## config.mk

```make
export PLATFORM = sky130hd
export DESIGN_NAME = isf_interrupt_status_flags
export DESIGN_NICKNAME = d
export VERILOG_FILES = /design/src/pkg/isf_pkg.sv /design/src/rtl/isf_interrupt_status_flags.sv
export VERILOG_INCLUDE_DIRS = /design/src /design/src/pkg
export SDC_FILE = /design/constraint.sdc
export NUM_CORES = 1
export LEC_CHECK = 0
export BUFFER_PORTS_ARGS = -buffer_cell sky130_fd_sc_hd__buf_2
export CAP_MARGIN = 20
export CORE_MARGIN = 4
export CORE_UTILIZATION = 32
export DETAILED_ROUTE_END_ITERATION = 8
export PLACE_DENSITY = 0.52
export RECOVER_POWER = 25
export SYNTH_ARGS = -nofsm -noshare
export SYNTH_HDL_FRONTEND = slang
export SYNTH_SLANG_ARGS = --single-unit
```

## constraint.sdc

```tcl
create_clock -name core_clk -period 5.4 [get_ports core_clk]
set_input_delay 0.27 -clock core_clk [delete_from_list [all_inputs] [get_ports core_clk]]
set_output_delay 0.27 -clock core_clk [all_outputs]
set_load 0.03 [all_outputs]
```

## src/pkg/isf_defs.svh

```systemverilog
// Function
// - receive low-power-idle pulse sets bit 24.
// - bit 24 held at zero while energy-efficient enable is off.
// - 8 ms watchdog during MAC reset pulses bit 23 on expiry.
// - MAC reset released once the watchdog has expired.
// - write into a full RX FIFO sets overflow bit 22.
// - while overflow is flagged, new receive data is discarded.
// - transmit error level sets bit 21.
// - bit 20 set by USB status events, held until all cleared.
// - bit 19 set on TX disable, held while either TX-disabled bit set.
// - bit 18 set on RX disable, held while either RX-disabled bit set.
// - bit 17 reflects PHY interrupt level until cleared in the PHY.
// - data port completion pulse sets bit 16.
// - bit 15 set by MAC errors, held until all error bits clear.
// - bit 12 is read-only live frame-pending indication, resets zero.
// - bits 11:0 are level GPIO flags, reset value follows the pins.
// - clearing a GPIO flag also clears that GPIO's wake event.
`ifndef ISF_DEFS_SVH
`define ISF_DEFS_SVH
`define ISF_OFF_STATUS   12'h00c
`define ISF_OFF_MASK     12'h040
`define ISF_OFF_CTRL     12'h044
`define ISF_OFF_IRQSTS   12'h048
`define ISF_OFF_IRQMASK  12'h04c
`define ISF_BIT_RXLPI    24
`define ISF_BIT_MACRTO   23
`define ISF_BIT_RXOVF    22
`define ISF_BIT_TXERR    21
`define ISF_BIT_USB      20
`define ISF_BIT_TXDIS    19
`define ISF_BIT_RXDIS    18
`define ISF_BIT_PHY      17
`define ISF_BIT_DP       16
`define ISF_BIT_MACERR   15
`define ISF_BIT_UTXFP    12
`define ISF_CTRL_EEE     0
`define ISF_CTRL_MACRST  1
`define ISF_WDOG_MS      8
`define ISF_CLK_HZ       20000000
`define ISF_WDOG_CYC     ((`ISF_WDOG_MS * `ISF_CLK_HZ) / 1000)
`define ISF_WRITABLE     32'h01ff8fff
`endif

```

## src/pkg/isf_pkg.sv

```systemverilog
`default_nettype none
package isf_pkg;
    typedef struct packed {
        logic        rxLowPowerIdle;
        logic        transmitError;
        logic [15:0] usbEvents;
        logic        fifoTxDisabled;
        logic        macTxDisabled;
        logic        fifoRxDisabled;
        logic        macRxDisabled;
        logic        transceiverIrq;
        logic        dataPortDone;
        logic [15:0] macErrors;
        logic        usbTxFramePending;
        logic        phyRxClkSeen;
        logic        phyTxClkSeen;
    } isf_src_t;
    typedef enum logic [1:0] {
        ISF_RST_IDLE  = 2'b00,
        ISF_RST_WAIT  = 2'b01,
        ISF_RST_TOUT  = 2'b10
    } isf_rst_state_t;
endpackage : isf_pkg
`default_nettype wire

```

## src/rtl/isf_interrupt_status_flags.sv

```systemverilog
`include "isf_defs.svh"
`default_nettype none
module isf_interrupt_status_flags
    import isf_pkg::*;
#(
    parameter int unsigned WDOG_CYCLES = `ISF_WDOG_CYC,
    parameter int unsigned GPIO_N      = 12
) (
    input  wire logic              core_clk,
    input  wire logic              reset_n,
    input  wire logic              psel,
    input  wire logic              penable,
    input  wire logic              pwrite,
    input  wire logic [11:0]       paddr,
    input  wire logic [31:0]       pwdata,
    output logic      [31:0]       prdata,
    output logic                   pready,
    output logic                   pslverr,
    input  wire isf_src_t          src,
    input  wire logic              rxFifoWrite,
    input  wire logic              rxFifoFull,
    input  wire logic [GPIO_N-1:0] gpioPin,
    output logic                   rxFifoWriteEn,
    output logic                   macResetActive,
    output logic [GPIO_N-1:0]      gpioWakeClear,
    output logic                   irqOut
);
    logic [GPIO_N-1:0] gpioMeta_q;
    logic [GPIO_N-1:0] gpioSync_q;
    logic              gpioPrimed_q;
    logic [31:0]       status_q;
    logic [31:0]       mask_q;
    logic [1:0]        ctrl_q;
    logic [2:0]        irqSts_q;
    logic [2:0]        irqMask_q;
    logic [31:0]       wdogCnt_q;
    isf_rst_state_t    rstState_q;
    logic              rtoPulse;
    logic [31:0]       setVec;
    logic [31:0]       clrVec;
    logic              wrAcc;
    logic              rdAcc;
    logic              mapped;
    logic [31:0]       rdData;

    // only the completing access cycle acts, so a write or read clear lands exactly once
    assign wrAcc = psel & penable & pready & pwrite;
    assign rdAcc = psel & penable & pready & ~pwrite;
    assign mapped = (paddr == `ISF_OFF_STATUS) || (paddr == `ISF_OFF_MASK)
                 || (paddr == `ISF_OFF_CTRL) || (paddr == `ISF_OFF_IRQSTS)
                 || (paddr == `ISF_OFF_IRQMASK);
    assign clrVec = (wrAcc && paddr == `ISF_OFF_STATUS) ? (pwdata & `ISF_WRITABLE)
                                                       : 32'h0;

    // pins are asynchronous, so two flops before any use
    always_ff @(posedge core_clk or negedge reset_n) begin
        if (!reset_n) begin
            gpioMeta_q <= '0;
            gpioSync_q <= '0;
        end else begin
            gpioMeta_q <= gpioPin;
            gpioSync_q <= gpioMeta_q;
        end
    end

    always_ff @(posedge core_clk or negedge reset_n) begin
        if (!reset_n) begin
            ctrl_q    <= 2'h0;
            mask_q    <= 32'h0;
            irqMask_q <= 3'h0;
        end else if (wrAcc) begin
            if (paddr == `ISF_OFF_CTRL) ctrl_q <= pwdata[1:0];
            if (paddr == `ISF_OFF_MASK) mask_q <= pwdata & `ISF_WRITABLE;
            if (paddr == `ISF_OFF_IRQMASK) irqMask_q <= pwdata[2:0];
        end
    end

    // watchdog covers the MAC reset; PHY clocks missing means it expires
    always_ff @(posedge core_clk or negedge reset_n) begin
        if (!reset_n) begin
            rstState_q <= ISF_RST_IDLE;
            wdogCnt_q  <= 32'h0;
        end else begin
            unique case (rstState_q)
                ISF_RST_IDLE: begin
                    wdogCnt_q <= 32'h0;
                    if (ctrl_q[`ISF_CTRL_MACRST]) rstState_q <= ISF_RST_WAIT;
                end
                ISF_RST_WAIT: begin
                    if (src.phyRxClkSeen && src.phyTxClkSeen) begin
                        rstState_q <= ISF_RST_IDLE;
                    end else if (wdogCnt_q == WDOG_CYCLES - 1) begin
                        rstState_q <= ISF_RST_TOUT;
                    end else begin
                        wdogCnt_q <= wdogCnt_q + 32'h1;
                    end
                end
                ISF_RST_TOUT: begin
                    if (!ctrl_q[`ISF_CTRL_MACRST]) rstState_q <= ISF_RST_IDLE;
                end
                default: rstState_q <= ISF_RST_IDLE;
            endcase
        end
    end

    assign rtoPulse = (rstState_q == ISF_RST_WAIT) && !(src.phyRxClkSeen && src.phyTxClkSeen)
                   && (wdogCnt_q == WDOG_CYCLES - 1);

    always_ff @(posedge core_clk or negedge reset_n) begin
        if (!reset_n) macResetActive <= 1'b0;
        else macResetActive <= (rstState_q == ISF_RST_WAIT);
    end

    always_comb begin
        setVec = 32'h0;
        setVec[`ISF_BIT_RXLPI]  = src.rxLowPowerIdle;
        setVec[`ISF_BIT_MACRTO] = rtoPulse;
        setVec[`ISF_BIT_RXOVF]  = rxFifoWrite & rxFifoFull;
        setVec[`ISF_BIT_TXERR]  = src.transmitError;
        setVec[`ISF_BIT_USB]    = |src.usbEvents;
        setVec[`ISF_BIT_TXDIS]  = src.fifoTxDisabled | src.macTxDisabled;
        setVec[`ISF_BIT_RXDIS]  = src.fifoRxDisabled | src.macRxDisabled;
        setVec[`ISF_BIT_PHY]    = src.transceiverIrq;
        setVec[`ISF_BIT_DP]     = src.dataPortDone;
        setVec[`ISF_BIT_MACERR] = |src.macErrors;
        setVec[GPIO_N-1:0]      = gpioSync_q;
    end

    // set beats clear so an event in the clearing cycle survives
    always_ff @(posedge core_clk or negedge reset_n) begin
        if (!reset_n) begin
            status_q     <= 32'h0;
            gpioPrimed_q <= 1'b0;
        end else begin
            status_q <= (status_q & ~clrVec) | setVec;
            if (!gpioPrimed_q) begin
                status_q[GPIO_N-1:0] <= gpioSync_q;
                gpioPrimed_q         <= 1'b1;
            end
            if (!ctrl_q[`ISF_CTRL_EEE]) status_q[`ISF_BIT_RXLPI] <= 1'b0;
            status_q[14:13] <= 2'b00;
            status_q[`ISF_BIT_UTXFP] <= src.usbTxFramePending;
            status_q[31:25] <= 7'h0;
        end
    end

    always_ff @(posedge core_clk or negedge reset_n) begin
        if (!reset_n) begin
            rxFifoWriteEn <= 1'b0;
            gpioWakeClear <= '0;
        end else begin
            rxFifoWriteEn <= rxFifoWrite & ~rxFifoFull & ~status_q[`ISF_BIT_RXOVF];
            gpioWakeClear <= clrVec[GPIO_N-1:0];
        end
    end

    // summary events: any unmasked flag, watchdog expiry, and any bus error; read clears
    always_ff @(posedge core_clk or negedge reset_n) begin
        if (!reset_n) begin
            irqSts_q <= 3'h0;
        end else begin
            if (rdAcc && paddr == `ISF_OFF_IRQSTS) irqSts_q <= 3'h0;
            if (|(status_q & mask_q)) irqSts_q[0] <= 1'b1;
            if (rtoPulse) irqSts_q[1] <= 1'b1;
            if (psel && penable && pready && !mapped) irqSts_q[2] <= 1'b1;
        end
    end

    always_ff @(posedge core_clk or negedge reset_n) begin
        if (!reset_n) irqOut <= 1'b0;
        else irqOut <= |(irqSts_q & irqMask_q);
    end

    always_comb begin
        unique case (paddr)
            `ISF_OFF_STATUS:  rdData = status_q;
            `ISF_OFF_MASK:    rdData = mask_q;
            `ISF_OFF_CTRL:    rdData = {30'h0, ctrl_q};
            `ISF_OFF_IRQSTS:  rdData = {29'h0, irqSts_q};
            `ISF_OFF_IRQMASK: rdData = {29'h0, irqMask_q};
            default:          rdData = 32'h0;
        endcase
    end

    // one wait state: ready rises in the second access cycle
    always_ff @(posedge core_clk or negedge reset_n) begin
        if (!reset_n) begin
            pready  <= 1'b0;
            pslverr <= 1'b0;
            prdata  <= 32'h0;
        end else begin
            pready  <= psel & penable & ~pready;
            pslverr <= psel & penable & ~pready & ~mapped;
            prdata  <= (psel & penable & ~pready & ~pwrite) ? rdData : 32'h0;
        end
    end
endmodule : isf_interrupt_status_flags
`default_nettype wire

```

==> results of run 1 <==
synthesized netlist by cell type, drive strengths merged (3+ instances only):
cell type	instances	area (µm²)
a211o	3	26.3
a211oi	5	50.1
a21o	9	67.6
a21oi	13	65.1
a221oi	3	26.3
a222oi	4	40.0
a22o	9	78.8
a22oi	24	180
a31oi	8	50.1
and2	3	18.8
and3	17	108
and4	3	26.3
buf	17	119
clkbuf	19	71.3
dfrtp	152	3800
inv	8	30.0
mux2	29	327
nand2	56	210
nand3	15	80.1
nand4	12	75.1
nor2	45	169
nor3	6	30.0
nor4	15	115
o21ai	20	104
o21bai	12	90.1
o31ai	7	52.6
or2	4	25.0
or3	7	43.8
or4	9	73.8
xnor2	7	61.3
placed cells by master, fill, tap and decap left out, types with 3 or more instances in the layout:
cell / instances
o21ai_0: 18
buf_2: 134
mux2_2: 29
a21o_1: 9
a31oi_1: 8
nand2_1: 56
xnor2_1: 7
clkinvlp_4: 3
clkbuf_16: 17
a211oi_1: 4
o31ai_1: 7
dfrtp_1: 152
dlygate4sd3_1: 13
a221oi_1: 3
conb_1: 10
o21bai_1: 12
clkbuf_1: 4
a21oi_1: 13
or2_2: 4
inv_1: 8
nor3_1: 6
nand4_1: 12
and2_1: 3
a22o_1: 9
nor4_1: 13
or3_1: 7
buf_4: 4
a211o_1: 3
and4_1: 3
and3_1: 16
or4_1: 6
nor2_1: 45
a222oi_1: 4
a22oi_1: 24
nand3_1: 14
sequential cells by signal (all words and copies together) (netlist names):
name	flops
ctrl_q	2
gpioMeta_q	12
gpioPrimed_q	1
gpioSync_q	12
gpioWakeClear	12
irqMask_q	3
irqOut	1
irqSts_q	3
macResetActive	1
mask_q	22
prdata	23
pready	1
pslverr	1
rstState_q	2
rxFifoWriteEn	1
status_q	23
wdogCnt_q	32
where the power goes:
part,switching [µW],internal (µW),leakage [µW]
clock network,463,681,0.000264
logic,60.1,40.6,0.00147
registers,12.5,1160,0.00198
routing by layer:
| metal | share of wire, % | vias to the layer above |
|---|---|---|
| li1 | - | 2328 |
| met1 | 43 | 2458 |
| met2 | 48 | 172 |
| met3 | 6.9 | 25 |
| met4 | 1.8 | 4 |
| met5 | 0.16 | - |
stage by stage:
stage | cell area [µm²] | util, % | power [µW] | std cells | hold WS (ns)
2_1_floorplan | 6420 | - | 1220 | 570 | -0.0256
3_3_place_gp | 7270 | 37.2 | 1290 | 938 | 0.334
3_5_place_dp | 7270 | 37.2 | 1290 | 938 | 0.336
4_1_cts | 7960 | 40.8 | 2450 | 982 | 0.00244
5_1_grt | 8000 | 41.0 | 2510 | 984 | 0.00408
6_report | 8000 | 41.0 | 2410 | 984 | 0.0227
how the worst max path moves through the flow:
stage,from,slack (ns),depth (start not counted),to
4_1_cts,wdogCnt_q[15],2.43,6,wdogCnt_q[15]
2_1_floorplan,wdogCnt_q[15],3.14,7,wdogCnt_q[29]
6_report,wdogCnt_q[15],2.51,6,wdogCnt_q[26]
3_3_place_gp,paddr[8],2.33,5,mask_q[15]
5_1_grt,wdogCnt_q[20],2.25,6,wdogCnt_q[26]
3_5_place_dp,paddr[8],2.28,5,mask_q[24]
cell families after synthesis:
logic type                 synth area share, %
AOI/OAI and AO/OA                         14.1
buffers and inverters                     3.45
muxes                                     5.11
xor gates and xnor gates                 0.960
other                                    0.118
and+or+nand+nor                           16.5
DFF                                       59.5
adders and majority gates                0.196
area by class of cell:
cell class	count	area (µm²)	area share [%]
clock inverters	10	123	1.53
repair buffers	154	875	10.9
clock buffers	21	440	5.51
multi-input cells	374	2390	29.9
well taps	265	332	4.15
flip-flops and latches	152	3800	47.6
inverters	8	30.0	0.376
worst register-to-register path, delay by kind of cell (launching register included):
kind	cells	cell delay (ns)
flops	1	0.45
simple gates	2	0.79
compound gates	4	1.58
==> impl_metrics.env, run 1 <==
export IMPL_synth_edf_count=0
export IMPL_insertedDiodeCount=0
export IMPL_tns_ns=0
export IMPL_fmax_mhz=346
export IMPL_synth_cells=562
export IMPL_clock_tree_root_cell="clkbuf_16"
export IMPL_hpwl_um=11600
export IMPL_ctsLongestPathBuffers=2
export IMPL_use_met1_pct=19.0
export IMPL_avgViaCountPerCell=5.07
export IMPL_insertion_delay_ns=0.42
export IMPL_crit_type="flip-flop to flip-flop"
export IMPL_timing_rr_end="wdogCnt_q[26]"
export IMPL_clk_pin_slew_ns=0.06
export IMPL_grt_busiest_layer="met2"
export IMPL_h_tree_depth=4
export IMPL_finClkSkew_ns=0.00591
export IMPL_setup_viol=0
export IMPL_wire_per_inst_um=17.0
export IMPL_final_hold_viol_count=0
export IMPL_drc_errors=0
export IMPL_drv_cap=1
export IMPL_min_from="rxFifoFull"
export IMPL_period_needed_ns=2.89
export IMPL_worst_slack_ns=2.51
export IMPL_powerDensity_nw_per_um2=302
export IMPL_whs_path_depth=2
export IMPL_synthArstFlopShare_pct=100
export IMPL_ys_dominant_reg_cell="dfrtp_1"
export IMPL_finalCritPeriodShare_pct=53.6
export IMPL_routed_wirelength_um=16700
export IMPL_required_ns=5.74
export IMPL_area_growth_pct=25.2
export IMPL_die_y_um=149
export IMPL_tightest_slew_ns=2.52
export IMPL_crit_fanout=22
export IMPL_r2r_start="wdogCnt_q[15]"
export IMPL_final_net_count=814
export IMPL_cp_cell_sequence="nor4b_1 > nand4_1 > o21ai_2 > a21o_1 > o21ai_0 > a21oi_1"
export IMPL_min_to="rxFifoWriteEn"
export IMPL_r2r_slack_ns=2.51
export IMPL_cts_sinks=152
export IMPL_crit_buf_inv=0
export IMPL_place_port_buffers=135
export IMPL_syn_mean_instance_area_um2=11.4
export IMPL_initial_utilization_pct=32.7
export IMPL_cts_tree="built"
export IMPL_grtUsageMet3_pct=4.41
export IMPL_cp_start_kind="flip-flop"
export IMPL_synth_warnings=0
export IMPL_violations="capacitance limit, slew limit"
export IMPL_postCtsSetupRepairBufs=0
export IMPL_ff2ff_path_depth=6
export IMPL_grt_max_degree=102
export IMPL_cts_buffers=17
export IMPL_dieWidth_um=149
export IMPL_power_leakage_uw=0.00371
export IMPL_end_kind="flip-flop"
export IMPL_ys_types=55
export IMPL_arrival_ns=3.23
export IMPL_antenna_found_initial=2
export IMPL_gr_total_overflow=0
export IMPL_fp_coreArea_um2=19500
export IMPL_io_pins=155
export IMPL_via_count=4987
export IMPL_grt_pass1_wl_um=26900
export IMPL_drtAntennaViolNets=0
export IMPL_rsz0062_at_grt="no"
export IMPL_dieArea_um2=22300
export IMPL_grtUsageMet2_pct=25.3
export IMPL_status="finished with violations"
export IMPL_slew_headroom_pct=-68.1
export IMPL_vdd_drop_max_mv=0.134
export IMPL_grt_usage_pct=15.3
export IMPL_layout_drive_gt1_share_pct=29.3
export IMPL_drtPass1Iterations=6
export IMPL_dpl_worst_slack_ns=2.28
export IMPL_cts_hold_buf=13
export IMPL_num_fill_cells=1939
export IMPL_drt_iter0_drc=302
export IMPL_gp_congestion=0.788
export IMPL_syn_area_um2=6390
export IMPL_synth_seq_area_share_pct=59.5
export IMPL_synth_seq_cells=152
export IMPL_path_delay_family="compound AO/OA/AOI/OAI gates"
export IMPL_cts_resized=0
export IMPL_rows=51
export IMPL_max_stage_delay_ns=0.67
export IMPL_grt_pass1_vias=5198
export IMPL_final_max_slew_viol_count=102
export IMPL_hold_class="primary input to flip-flop"
export IMPL_critPathSlowestCell="a21o_1"
(Power assumes the default switching activity.)
==> run 2: changes to the inputs <==
ABC_AREA = 1   (was unset)
clock period = 3 ns   (was 5.4 ns; I/O delays follow)
==> impl_metrics.env, run 2 <==
export IMPL_finalCritPeriodShare_pct=78.3
export IMPL_top_regs="wdogCnt_q x32, prdata x23, status_q x23"
export IMPL_gr_total_overflow=0
export IMPL_finalPower_uw=4520
export IMPL_gp_congestion=0.891
export IMPL_slew_headroom_pct=-29.3
export IMPL_final_net_count=1185
export IMPL_vdd_drop_max_mv=0.349
export IMPL_final_hold_viol_count=0
export IMPL_postCtsSetupRepairBufs=0
export IMPL_required_ns=3.31
export IMPL_whs_path_depth=3
export IMPL_rows=54
export IMPL_die_y_um=157
export IMPL_clock_tree_root_cell="clkbuf_16"
export IMPL_tightest_slew_ns=1.94
export IMPL_cp_cell_sequence="nand3_1 > nor2_1 > inv_1 > nor2_1 > buf_4 > nand2_1 > nand2_1 > nand2_1 > dlygate4sd3_1"
export IMPL_initial_utilization_pct=32.4
export IMPL_placedInstanceArea_um2=8040
export IMPL_period_needed_ns=2.35
export IMPL_yosys_top_cells_area="dfrtp_1 (54%), nand2_1 (16%), nor2_1 (6.2%)"
export IMPL_synth_seq_cells=152
export IMPL_h_tree_depth=4
export IMPL_syn_mean_instance_area_um2=8.04
export IMPL_grt_pass1_vias=6298
export IMPL_synth_cells=881
export IMPL_cts_resized=0
export IMPL_synth_seq_area_share_pct=53.7
export IMPL_max_stage_delay_ns=0.55
export IMPL_via_count=6276
export IMPL_drc_errors=0
export IMPL_grt_pass1_wl_um=32000
export IMPL_power_leakage_uw=0.00448
export IMPL_drv_cap=1
export IMPL_grt_usage_pct=16.4
export IMPL_synth_edf_count=0
export IMPL_layout_drive_gt1_share_pct=18.6
export IMPL_cts_hold_buf=54
export IMPL_critPathSlowestCell="dlygate4sd3_1"
export IMPL_cts_buffers=17
export IMPL_drt_iter0_drc=328
export IMPL_multi_input_area_um2=2800
export IMPL_drtPass1Iterations=5
export IMPL_worst_slack_ns=0.651
export IMPL_ys_top_cells_by_count="nand2_1 (299), dfrtp_1 (152), nor2_1 (117), inv_1 (77), nand3_1 (53)"
export IMPL_place_port_buffers=135
export IMPL_syn_area_um2=7080
export IMPL_hold_class="primary input to flip-flop"
export IMPL_dieArea_um2=24600
export IMPL_insertion_delay_ns=0.43
export IMPL_violations="capacitance limit, slew limit"
export IMPL_io_pins=155
export IMPL_rsz0062_at_grt="no"
export IMPL_grt_max_degree=75
export IMPL_drtAntennaViolNets=0
export IMPL_setup_viol=0
export IMPL_dieWidth_um=157
export IMPL_clk_pin_slew_ns=0.07
export IMPL_cts_sinks=152
export IMPL_fp_coreArea_um2=21800
export IMPL_wire_per_inst_um=14.3
export IMPL_finClkSkew_ns=0.0122
export IMPL_top_register="wdogCnt_q"
export IMPL_final_cell_mix="nand2_1 (299), dfrtp_1 (152), buf_2 (134), nor2_1 (116), inv_1 (77)"
export IMPL_insertedDiodeCount=0
export IMPL_tns_ns=0
export IMPL_yosysTopAreaCell="dfrtp_1"
export IMPL_ff2ff_path_depth=9
export IMPL_hpwl_um=13700
export IMPL_synth_warnings=0
export IMPL_powerDensity_nw_per_um2=493
export IMPL_end_kind="flip-flop"
export IMPL_routed_wirelength_um=19600
export IMPL_largest_register_ffs=32
export IMPL_final_common_cell="nand2_1"
export IMPL_ys_dominant_reg_cell="dfrtp_1"
export IMPL_crit_fanout=16
export IMPL_area_growth_pct=29.5
export IMPL_ctsLongestPathBuffers=2
export IMPL_arrival_ns=2.66
export IMPL_crit_type="flip-flop to flip-flop"
export IMPL_regArea_um2=3800
export IMPL_status="finished with violations"
export IMPL_final_max_slew_viol_count=74
export IMPL_cp_start_kind="flip-flop"
export IMPL_synthArstFlopShare_pct=100
export IMPL_ys_types=36
export IMPL_yosysTopAreaCellShare_pct=53.7
export IMPL_num_fill_cells=2248
export IMPL_cpMostUsedCell="nand2_1"
export IMPL_antenna_found_initial=0
export IMPL_avgViaCountPerCell=4.58
export IMPL_dpl_worst_slack_ns=0.861
export IMPL_fmax_mhz=426
export IMPL_cts_tree="built"
export IMPL_final_area_um2=9170
export IMPL_synth_most_common_cell="nand2_1"
-- run 2: final cells by class --
type | instances | share of cell area, %
sequential | 152 | 41.5
timing repair buffer | 199 | 14.2
clock inverter | 14 | 1.76
tap | 280 | 3.82
clock buffer | 18 | 4.79
inverter | 82 | 3.36
multi-input combinational | 626 | 30.6
-- run 2: path summary, 6_finish.rpt --
kind,start,end,slack [ns]
worst max-delay path,pready,status_q[19],0.65
min in group asynchronous,reset_n,gpioMeta_q[6],0.80
max in group asynchronous,reset_n,mask_q[17],0.90
worst min register to register,gpioMeta_q[11],gpioSync_q[11],0.35
worst min-delay path,penable,pready,0.02
worst max register to register,pready,status_q[19],0.65
-- run 2: logic make-up (layout without fill, tap and decap cells) --
group	after synthesis	after routing	synth area share (%)
simple gates	524	524	31.2
fa+ha+maj	1	1	0.177
buf+inv	111	313	7.14
other cells	2	10	0.106
xor+xnor	3	3	0.371
flops	152	152	53.7
compound gates	88	88	7.26
-- run 2: through the flow --
step	hold WS, ns	std cells	utilization, %
4_1_cts	0.00354	1371	42.0
3_5_place_dp	0.245	1285	36.8
2_1_floorplan	-0.146	889	-
5_1_grt	0.0327	1371	42.0
3_3_place_gp	0.238	1285	36.8
6_report	0.0204	1371	42.0
-- run 2: routing by layer --
layer  share of wire, %  vias to the layer above  wire length (µm)  global-route usage [%]
met4                1.6                        0               316                    5.29
met1                 48                     2935              9510                    23.0
met5                  0                        -                 0                       0
li1                   -                     3168                 -                       -
met3                5.5                       23              1070                    2.90
met2                 44                      150              8730                    26.0
-- run 2: critical path, delay by kind of cell, from the launching register on --
kind,cells,cell delay [ns]
flops,1,0.38
simple gates,6,0.77
buf+inv,3,1.09
-- run 2: power by group --
part           switching, µW  total [µW]  internal, µW  leakage, µW
clock network            912        2180          1270     0.000289
registers               18.8        2100          2080      0.00193
logic                    127         235           108      0.00226
total                   1060        4520          3460      0.00448
